$ cat config.mk
export PLATFORM = sky130hd
export DESIGN_NAME = pos_top
export DESIGN_NICKNAME = d
export VERILOG_FILES = /design/src/core/pos_pkg.sv /design/src/core/pos_edge_delay.sv /design/src/core/pos_pin_steer.sv /design/src/core/pos_top.sv
export SDC_FILE = /design/constraint.sdc
export NUM_CORES = 1
export LEC_CHECK = 0
export BUFFER_PORTS_ARGS = -buffer_cell sky130_fd_sc_hd__buf_2
export CORE_MARGIN = 1
export CORE_UTILIZATION = 40
export CTS_CLUSTER_DIAMETER = 200
export DETAILED_ROUTE_END_ITERATION = 16
export PLACE_DENSITY = 0.72
export REMOVE_ABC_BUFFERS = 1
export SETUP_SLACK_MARGIN = 0.02
export SLEW_MARGIN = 20
export SYNTH_ARGS = -nofsm -noshare
export SYNTH_HDL_FRONTEND = slang
export SYNTH_HIERARCHICAL = 1
export SYNTH_SLANG_ARGS = --single-unit
$ cat constraint.sdc
create_clock -name hclk -period 2.05 [get_ports hclk]
set_input_delay 0.205 -clock hclk [delete_from_list [all_inputs] [get_ports hclk]]
set_output_delay 0.205 -clock hclk [all_outputs]
set_load 0.02 [all_outputs]
$ cat src/core/pos_pkg.sv
// Package: register map, field layout, reset values and types for the PWM output steering block
package pos_pkg;

    // Register byte offsets
    localparam logic [7:0] POS_OFF_RESTART_DELAY = 8'h00;
    localparam logic [7:0] POS_OFF_STEERING = 8'h04;
    localparam logic [7:0] POS_OFF_STATUS = 8'h08;

    // Restart/delay register layout
    localparam int POS_RD_RESTART_BIT = 7;
    localparam int POS_RD_DELAY_LSB = 0;
    localparam int POS_RD_DELAY_W = 7;
    localparam logic [7:0] POS_RD_RESET = 8'h00;

    // Steering register layout
    localparam int POS_ST_EN_LSB = 0;
    localparam int POS_ST_SYNC_BIT = 4;
    localparam logic [7:0] POS_ST_WMASK = 8'h1f;
    localparam logic [7:0] POS_ST_RESET = 8'h01;

    // Status register layout
    localparam int POS_SS_SHUTDOWN_BIT = 0;
    localparam int POS_SS_ACTIVE_BIT = 1;
    localparam int POS_SS_EFF_LSB = 4;

    // Mode decode values
    localparam logic [1:0] POS_MODE_PWM = 2'h3;
    localparam logic [1:0] POS_CFG_SINGLE = 2'h0;
    // Polarity bits of the channel mode field: bit 1 inverts A/C, bit 0 inverts B/D
    localparam int POS_POL_AC_BIT = 1;
    localparam int POS_POL_BD_BIT = 0;

    // One delay unit is four oscillator (hclk) periods
    localparam logic [1:0] POS_QCYC_LAST = 2'h3;

    localparam int POS_PINS = 4;

    // Captured AHB address phase
    typedef struct packed {
        logic valid;
        logic write;
        logic [7:0] addr;
    } pos_ahb_req_t;

endpackage : pos_pkg

$ cat src/core/pos_edge_delay.sv
// Active-edge delay: holds back each rising PWM edge by a count of four-clock units
`timescale 1ns/1ps
module pos_edge_delay (
    input wire logic hclk,
    input wire logic hresetn,
    input wire logic pwm_in,
    input wire logic [6:0] delay_count,
    output logic pwm_out
);
    logic pwm_prev_reg;
    logic waiting_reg;
    logic [1:0] qdiv_reg;
    logic [6:0] remain_reg;
    logic pwm_out_reg;
    wire rise = pwm_in && !pwm_prev_reg;
    // Quarter divider restarts on the edge so every delay is exact to the clock
    wire qtick = waiting_reg && (qdiv_reg == pos_pkg::POS_QCYC_LAST);
    wire expire = qtick && (remain_reg == 7'h01);

    ////////////////////////////////////////////////////////////////////////////
    // Delay counter; a falling edge passes at once and cancels a pending rise
    always_ff @(posedge hclk or negedge hresetn) begin
        if (!hresetn) begin
            pwm_prev_reg <= 1'b0;
            waiting_reg <= 1'b0;
            qdiv_reg <= 2'h0;
            remain_reg <= 7'h00;
            pwm_out_reg <= 1'b0;
        end else begin
            pwm_prev_reg <= pwm_in;
            if (!pwm_in) begin
                waiting_reg <= 1'b0;
                pwm_out_reg <= 1'b0;
            end else if (rise && delay_count == 7'h00) begin
                pwm_out_reg <= 1'b1;
            end else if (rise) begin
                waiting_reg <= 1'b1;
                qdiv_reg <= 2'h0;
                remain_reg <= delay_count;
            end else if (waiting_reg) begin
                qdiv_reg <= qdiv_reg + 2'h1;
                if (qtick) begin
                    remain_reg <= remain_reg - 7'h01;
                end
                if (expire) begin
                    waiting_reg <= 1'b0;
                    pwm_out_reg <= 1'b1;
                end
            end
        end
    end

    assign pwm_out = pwm_out_reg;
endmodule : pos_edge_delay

$ cat src/core/pos_pin_steer.sv
// One output pin of the steering stage: PWM or port, polarity and shutdown forcing
`timescale 1ns/1ps
module pos_pin_steer (
    input wire logic hclk,
    input wire logic hresetn,
    input wire logic steer_active,
    input wire logic steer_en,
    input wire logic pwm,
    input wire logic invert,
    input wire logic shutdown,
    input wire logic port_data,
    input wire logic dir_input,
    output logic pin_o,
    output logic pin_oe
);
    logic pin_o_reg;
    logic pin_oe_reg;
    wire use_pwm = steer_active && steer_en;
    // Shutdown drives the inactive level of the chosen polarity
    wire pwm_level = shutdown ? invert : (pwm ^ invert);
    wire pin_next = use_pwm ? pwm_level : port_data;

    ////////////////////////////////////////////////////////////////////////////
    // Registered pin; driver follows the port direction, as software must set it
    always_ff @(posedge hclk or negedge hresetn) begin
        if (!hresetn) begin
            pin_o_reg <= 1'b0;
            pin_oe_reg <= 1'b0;
        end else begin
            pin_o_reg <= pin_next;
            pin_oe_reg <= !dir_input;
        end
    end

    assign pin_o = pin_o_reg;
    assign pin_oe = pin_oe_reg;
endmodule : pos_pin_steer

$ cat src/core/pos_top.sv
// Top of the PWM output steering block: AHB-Lite registers, steering, shutdown and delay
`timescale 1ns/1ps
module pos_top (
    input wire logic hclk,
    input wire logic hresetn,
    // AHB-Lite slave
    input wire logic hsel,
    input wire logic [31:0] haddr,
    input wire logic [1:0] htrans,
    input wire logic hwrite,
    input wire logic [2:0] hsize,
    input wire logic [31:0] hwdata,
    input wire logic hready,
    output logic hreadyout,
    output logic hresp,
    output logic [31:0] hrdata,
    // Rest of the PWM unit, same clock
    input wire logic [3:0] channel_mode_field,
    input wire logic [1:0] output_config_field,
    input wire logic period_start,
    input wire logic pwm_raw,
    input wire logic shutdown_event,
    // Port side of the pins
    input wire logic [3:0] port_data,
    input wire logic [3:0] pin_direction_control,
    // Pins A..D, then shutdown and steering status
    output logic [3:0] pwm_pin_o,
    output logic [3:0] pwm_pin_oe,
    output logic shutdown_status_flag,
    output logic steer_active
);
    ////////////////////////////////////////////////////////////////////////////
    // Declarations

    pos_pkg::pos_ahb_req_t req_reg;
    pos_pkg::pos_ahb_req_t req_next;
    logic [7:0] restart_delay_reg;
    logic [7:0] steering_reg;
    logic [3:0] steer_eff_reg;
    logic [3:0] steer_eff_next;
    logic shutdown_reg;
    logic shutdown_next;
    logic pwm_delayed;

    ////////////////////////////////////////////////////////////////////////////
    // AHB-Lite address phase capture
    // The slave never stalls, so hreadyout is a constant high and every
    // answer is OKAY. Only whole-word single transfers are expected; the
    // byte offset low bits are ignored so a misaligned word still hits.

    wire addr_phase = hsel && hready && htrans[1];

    always_comb begin
        req_next.valid = addr_phase;
        req_next.write = hwrite;
        req_next.addr = {haddr[7:2], 2'b00};
    end

    // Data-phase selects decoded from the captured address
    wire sel_rd = req_reg.addr == pos_pkg::POS_OFF_RESTART_DELAY;
    wire sel_st = req_reg.addr == pos_pkg::POS_OFF_STEERING;
    wire sel_ss = req_reg.addr == pos_pkg::POS_OFF_STATUS;
    wire wr_phase = req_reg.valid && req_reg.write;
    wire wr_rd = wr_phase && sel_rd;
    wire wr_st = wr_phase && sel_st;
    wire wr_ss = wr_phase && sel_ss;

    // Address phase register; reloaded on every cycle with hready high, held only while hready is low
    always_ff @(posedge hclk or negedge hresetn) begin
        if (!hresetn) begin
            req_reg <= '0;
        end else if (hready) begin
            req_reg <= req_next;
        end
    end

    ////////////////////////////////////////////////////////////////////////////
    // Software registers

    // Restart enable and edge delay count, all bits read/write
    always_ff @(posedge hclk or negedge hresetn) begin
        if (!hresetn) begin
            restart_delay_reg <= pos_pkg::POS_RD_RESET;
        end else if (wr_rd) begin
            restart_delay_reg <= hwdata[7:0];
        end
    end

    // Steering control; the top three bits are not stored and read zero
    always_ff @(posedge hclk or negedge hresetn) begin
        if (!hresetn) begin
            steering_reg <= pos_pkg::POS_ST_RESET;
        end else if (wr_st) begin
            steering_reg <= hwdata[7:0] & pos_pkg::POS_ST_WMASK;
        end
    end

    wire restart_en = restart_delay_reg[pos_pkg::POS_RD_RESTART_BIT];
    wire [6:0] delay_count = restart_delay_reg[pos_pkg::POS_RD_DELAY_LSB +: pos_pkg::POS_RD_DELAY_W];
    wire steer_sync = steering_reg[pos_pkg::POS_ST_SYNC_BIT];
    wire [3:0] steer_req = steering_reg[pos_pkg::POS_ST_EN_LSB +: pos_pkg::POS_PINS];

    ////////////////////////////////////////////////////////////////////////////
    // Mode decode
    // Steering only exists in single-output PWM; in any other mode all
    // four pins fall back to port control whatever the enables say.

    assign steer_active = (channel_mode_field[3:2] == pos_pkg::POS_MODE_PWM)
                          && (output_config_field == pos_pkg::POS_CFG_SINGLE);

    wire inv_ac = channel_mode_field[pos_pkg::POS_POL_AC_BIT];
    wire inv_bd = channel_mode_field[pos_pkg::POS_POL_BD_BIT];
    wire [3:0] pin_invert = {inv_bd, inv_ac, inv_bd, inv_ac};

    ////////////////////////////////////////////////////////////////////////////
    // Effective steering
    // Without sync the stored enables take effect the cycle after the write,
    // which may clip a pulse; with sync they wait for the period-start pulse
    // so each pin only ever sees whole periods. A write landing on the same
    // edge as period_start is picked up at the following period start.

    always_comb begin
        steer_eff_next = steer_eff_reg;
        if (!steer_sync) begin
            steer_eff_next = steer_req;
        end else if (period_start) begin
            steer_eff_next = steer_req;
        end
    end

    // Enables actually applied to the pins
    always_ff @(posedge hclk or negedge hresetn) begin
        if (!hresetn) begin
            steer_eff_reg <= pos_pkg::POS_ST_RESET[3:0];
        end else begin
            steer_eff_reg <= steer_eff_next;
        end
    end

    ////////////////////////////////////////////////////////////////////////////
    // Shutdown status flag
    // Set while the shutdown cause stands; the set wins over any clear.
    // With restart enabled the flag drops by itself once the cause is gone;
    // otherwise software clears it by writing one to its status bit.

    wire sw_clear = wr_ss && hwdata[pos_pkg::POS_SS_SHUTDOWN_BIT];

    always_comb begin
        shutdown_next = shutdown_reg;
        if (shutdown_event) begin
            shutdown_next = 1'b1;
        end else if (restart_en) begin
            shutdown_next = 1'b0;
        end else if (sw_clear) begin
            shutdown_next = 1'b0;
        end
    end

    // Flag flop
    always_ff @(posedge hclk or negedge hresetn) begin
        if (!hresetn) begin
            shutdown_reg <= 1'b0;
        end else begin
            shutdown_reg <= shutdown_next;
        end
    end

    assign shutdown_status_flag = shutdown_reg;

    ////////////////////////////////////////////////////////////////////////////
    // Active-edge delay on the raw PWM before steering

    pos_edge_delay u_delay (
        .hclk(hclk),
        .hresetn(hresetn),
        .pwm_in(pwm_raw),
        .delay_count(delay_count),
        .pwm_out(pwm_delayed)
    );

    ////////////////////////////////////////////////////////////////////////////
    // Pin stages A..D
    // The same delayed PWM feeds every pin so several can carry it at once.

    genvar gi;
    generate
        for (gi = 0; gi < pos_pkg::POS_PINS; gi++) begin : g_pin
            pos_pin_steer u_pin (
                .hclk(hclk),
                .hresetn(hresetn),
                .steer_active(steer_active),
                .steer_en(steer_eff_reg[gi]),
                .pwm(pwm_delayed),
                .invert(pin_invert[gi]),
                .shutdown(shutdown_reg),
                .port_data(port_data[gi]),
                .dir_input(pin_direction_control[gi]),
                .pin_o(pwm_pin_o[gi]),
                .pin_oe(pwm_pin_oe[gi])
            );
        end
    endgenerate

    ////////////////////////////////////////////////////////////////////////////
    // Read data
    // Read data comes straight from the register flops through the decoded
    // select, so a read right after a write already sees the new value.
    // Unmapped offsets read zero and ignore writes.

    wire [7:0] status_word = {steer_eff_reg, 2'b00, steer_active, shutdown_reg};
    wire [7:0] rd_byte = sel_rd ? restart_delay_reg :
                         sel_st ? steering_reg :
                         sel_ss ? status_word : 8'h00;

    assign hrdata = {24'h000000, (req_reg.valid && !req_reg.write) ? rd_byte : 8'h00};
    assign hreadyout = 1'b1;
    assign hresp = 1'b0;

endmodule : pos_top

# Word level (Yosys, flattened, before mapping)
# Cells that the tools add are included.
totals:
  register_bits: 46
  inputBits: 91
classes:
  n_reduce_logical: 32
  bitwise: 3
  muxes: 30
  n_eq_ne: 10
  n_addsub: 2
op_table:
  columns: ["cell", "count"]
  rows:
  - ["$mux W8", 4]
  - ["$mux W7", 3]
  - ["$mux W1", 19]
  - ["$logic_and A1 B1 Y1", 17]
  - ["$logic_not A8 Y1", 1]
  - ["$mux W4", 2]
  - ["$eq A7 B1 Y1 const B", 1]
  - ["$logic_not A7 Y1", 1]
  - ["$sub A7 B1 Y7 const B", 1]
  - ["$eq A6 B1 Y1 const B", 1]
  - ["$eq A6 B2 Y1 const B", 1]
  - ["$logic_not A1 Y1", 6]
  - ["$ne A3 B1 Y1 const B", 2]
  - ["$reduce_and A3 Y1", 2]
  - ["$eq A2 B2 Y1 const B", 2]
  - ["$mux W2", 2]
  - ["$ne A2 B2 Y1 const B", 2]
  - ["$reduce_and A4 Y1", 1]
  - ["$reduce_bool A2 Y1", 2]
  - ["$ne A3 B3 Y1 const B", 1]
  - ["$reduce_bool A3 Y1", 1]
  - ["$add A2 B1 Y2 const B", 1]
  - ["$logic_not A2 Y1", 1]
  - ["$xor A1 B1 Y1", 2]
  - ["$not A1 Y1", 1]

# Longest topological paths before layout
logic_depth:
  ltp_word: 8
  depth_mapped: 6
  mapped_depth_nobuf: 6

# Cells and area by module
# The synthesis kept the hierarchy.
modules_own_cells:
  columns: ["module", "cells_each", "instances", "area_each_um2"]
  rows:
  - ["pos_top", 125, 1, 1456.4]
  - ["pos_edge_delay", 79, 1, 755.7]
  - ["pos_pin_steer", 7, 4, 87.6]

# Least setup slack after synthesis
# Ideal clock, no wire load.
synth_timing:
  path_kind: "reg2out"
  from: "reg req_reg[7] in the netlist's numbering"
  to: "out hrdata[2]"
  t_arrival_ns: 1.391
  slack_ns: 0.454
  n_path_buf: 0
  t_required_ns: 1.845
  path_stages_with_launch: 4
  path_cell_list: "dfrtp_1 > nor4_4 > nand2_1 > nor3_1"
synth_between:
  elab_chain_cells: 4
synth_lines:
  columns: ["item", "line", "text"]
  rows:
  - ["from (decl)", "pos_top.sv:35", "pos_pkg::pos_ahb_req_t req_reg;"]
  - ["from (signal assigned)", "pos_top.sv:73", "req_reg <= req_next;"]
  - ["$eq A6 B1 Y1", "pos_top.sv:61", "wire sel_st = req_reg.addr == pos_pkg::POS_OFF_STEERING;"]
  - ["$mux W8", "pos_top.sv:212", "sel_st ? steering_reg :"]
  - ["$mux W8 *", "pos_top.sv:211", "wire [7:0] rd_byte = sel_rd ? restart_delay_reg :"]
  - ["$mux W8 *", "pos_top.sv:215", "assign hrdata = {24'h000000, (req_reg.valid && !req_reg.write) ? rd_byte : 8'h00};"]
  - ["to (decl)", "pos_top.sv:16", "output logic [31:0] hrdata,"]
# Every way passes the cells marked *; elsewhere a longest branch is shown, timed or not.

# Worst setup path after layout
layout_timing:
  from: "reg req_reg[4] in the netlist's numbering"
  to: "out hrdata[0]"
layout_between:
  elab_chain_cells: 5
layout_lines:
  columns: ["item", "line", "text"]
  rows:
  - ["$eq A6 B2 Y1", "pos_top.sv:62", "wire sel_ss = req_reg.addr == pos_pkg::POS_OFF_STATUS;"]
  - ["$mux W8", "pos_top.sv:213", "sel_ss ? status_word : 8'h00;"]
  - ["$mux W8", "pos_top.sv:212", null]
  - ["$mux W8 *", "pos_top.sv:211", null]
  - ["$mux W8 *", "pos_top.sv:215", null]
# Marked as above.

==> flow_metrics.tcl <==
set metrics [dict create \
    slowest_stage "dfrtp_1" \
    cpMostUsedCell "buf_4" \
    diodes 0 \
    grt-ovfl-total 0 \
    start_kind "flip-flop" \
    htree_levels 2 \
    ios 135 \
    grt_max_degree 24 \
    max_cap_viol_count 0 \
    syn2layout_area_growth_pct 15.1 \
    max_slew_margin 0.568 \
    yosysSeqAreaShare 0.450 \
    ant_nets 0 \
    fmax_mhz 514 \
    grt_pass1_vias 1819 \
    vdd_ir_drop_max_mv 0.478 \
    synth_warnings 6 \
    synth_enable_flop_cells 0 \
    post_drt_wl_per_cell_um 14.3 \
    worstPathRequired_ns 1.85 \
    cts_tree "built" \
    async_flop_share 1.00 \
    ys_top_cells_by_area "dfrtp_1, mux2_2, buf_4" \
    register_area_mm2 0.00115 \
    syn_avg_cell_area_um2 11.0 \
    cp_cell_sequence "nor4_4, buf_4, nand2_2, o221a_2, buf_4" \
    post-place-ws_ns 0.405 \
    core_area_mm2 0.00606 \
    worstPathArrival_ns 1.74 \
    fillCellCount 574 \
    drive_gt1_frac 0.409 \
    netlist_area_mm2 0.00256 \
    root_buffer "clkbuf_8" \
    start_util 0.423 \
    finClkSkew_ns 0.00718 \
    drtIter0Drc 87 \
    numCtsBuffers 5 \
    synthCells 232 \
    hold_class "input pin to flip-flop" \
    place.gp.congestion 0.801 \
    drtPass1Iterations 4 \
    antenna_found_initial 0 \
    setup_violations 0 \
    slew_viol_final 0 \
    final_hold_viol_count 0 \
    clk_pin_slew_ns 0.09 \
    post-place-cells 356 \
    via_count 1860 \
    synth_ff_type "dfrtp_1" \
    synth_top_area_frac 0.430 \
    timing.setup.tns_ns 0 \
    port_buffers 54 \
    insertion_delay_ns 0.30 \
    worst_pin_slew_ns 0.642 \
    grt_pass1_wl_um 8690 \
    status "finished clean" \
    final_cells 366 \
    die_h_um 82.0 \
    critical_path_class "flip-flop to primary output" \
    min_period_over_period 0.949 \
    slowest_delay_ns 0.42 \
    synth.distinct_cells 51 \
    ys_seq_elements 46 \
    powerDensity_mw_per_mm2 767 \
    cts.sinks 46 \
    netlist.top_cell.by_area "dfrtp_1" \
    cts_buffer_depth 2 \
    dp_hpwl_um 3960 \
    layout.nets 384 \
    rsz0062_at_grt "false" \
    fin_crit_ns 1.95 \
    die_area_mm2 0.00673 \
    leakage_nw 1.39 \
    drcViolationCount 0 \
    num_rows 28 \
    wl_um 5220 \
    worstPathMaxFanout 5 \
    fin_ws_ns 0.105 \
    end_kind "primary output" \
    grtUsageTotal 0.171 \
    vias_per_cell 5.08 \
    die-width_um 82.0 \
    multi_input_comb_area_mm2 0.00122 \
]
==> cells by family after synthesis <==
| kind of cell | share of synthesized area |
|---|---|
| xor gates and xnor gates | 0.0137 |
| other | 0.00293 |
| adders and majority gates | 0.0146 |
| DFF | 0.450 |
| AOI/OAI and AO/OA | 0.125 |
| and+or+nand+nor | 0.141 |
| muxes | 0.140 |
| buffers and inverters | 0.113 |
==> per-stage QoR <==
step | hold slack (ns) | power, mW | instance area [um2] | utilization
after CTS | 0.0249 | 2.27 | 2920 | 0.482
after global routing | 0.0263 | 2.39 | 2950 | 0.487
after global placement | 0.218 | 1.58 | 2810 | 0.463
after floorplan | -0.0906 | 1.44 | 2410 | -
after detailed placement | 0.224 | 1.60 | 2810 | 0.463
final | 0.0344 | 2.26 | 2950 | 0.487
==> routing by layer <==
| metal | global-route usage | part of all wire | up-vias |
|---|---|---|---|
| li1 | - | - | 873 |
| met1 | 0.232 | 0.48 | 913 |
| met2 | 0.274 | 0.45 | 67 |
| met3 | 0.0389 | 0.054 | 7 |
| met4 | 0.0421 | 0.0088 | 0 |
| met5 | 0 | 0 | - |
==> worst paths after layout <==
kind / startpoint / endpoint / slack (ns) / cells after the start
setup / recovery: req_reg[4]$_DFFE_PN0P_ / hrdata[0] / 0.10 / 5
setup reg to reg: req_reg[4]$_DFFE_PN0P_ / restart_delay_reg[6]$_DFFE_PN0P_ / 0.36 / 5
hold reg to reg: steer_eff_reg[3]$_DFFE_PN0P_ / g_pin[3].u_pin/pin_o$_DFF_PN0_ / 0.52 / 1
max in group asynchronous: hresetn / steer_eff_reg[0]$_DFFE_PN1P_ / 0.99 / 3
min in group asynchronous: hresetn / u_delay/qdiv_reg[0]$_DFFE_PN0P_ / 0.41 / 2
hold / removal: pin_direction_control[2] / g_pin[2].u_pin/pin_oe$_DFF_PN0_ / 0.03 / 2
==> what timing repair did <==
| item | CTS | global route |
|---|---|---|
| endpoints found under the setup margin | 0 | 5 |
| buffers inserted | 0 | 1 |
| endpoints found under the hold margin | 21 | 0 |
| hold buffers | 1 | 0 |
| gates resized for setup | 0 | 6 |
==> layout by cell type (no fill, tap or decap), drive strengths merged, types with 2 or more instances in the layout <==
cell type / count
nand2b: 3
nand3: 4
ha: 3
nor2: 7
conb: 26
dfrtp: 44
nor4: 4
o22ai: 2
nor2b: 8
clkinv: 2
buf: 59
mux2i: 7
xnor2: 4
mux2: 24
a21oi: 20
inv: 13
o21ai: 4
and2: 2
a31oi: 7
and4b: 3
o221a: 2
dfstp: 2
nor3: 4
nand2: 15
clkbuf: 5
==> critical path: cells and delay by family, from the launching register on <==
family	cells	cell delay, ns
compound gates	1	0.28
buf+inv	2	0.35
flops	1	0.42
simple gates	2	0.39
==> cells in the mapped netlist (2+ instances only) <==
library cell,instances
nor4_2,2
buf_6,2
buf_4,27
dfrtp_1,44
nand2_1,15
a21oi_2,6
and4b_1,3
ha_1,3
nor2_1,7
mux2_2,19
o22ai_1,2
o221a_2,2
clkbuf_1,3
mux2_4,5
nor2b_4,4
dfstp_2,2
o21ai_0,2
nand2b_1,3
a21oi_1,14
xnor2_1,4
nor3_1,4
inv_1,12
conb_1,2
a31oi_1,7
nor2b_1,4
nand3_1,3
mux2i_1,7
==> power by group <==
group | switching (mW) | leakage, nW | internal [mW] | total (mW)
logic | 0.225 | 0.783 | 0.198 | 0.424
registers | 0.142 | 0.550 | 1.02 | 1.16
clock network | 0.318 | 0.0579 | 0.359 | 0.677
total | 0.686 | 1.39 | 1.58 | 2.26
==> layout make-up <==
cell class / count / area share
multi-input combinational: 164 / 0.412
sequential: 46 / 0.391
timing repair buffer: 60 / 0.111
tap: 75 / 0.0318
clock buffer: 5 / 0.0233
inverter: 13 / 0.0165
clock inverter: 3 / 0.0136
Power figures use the tool's default switching activity.
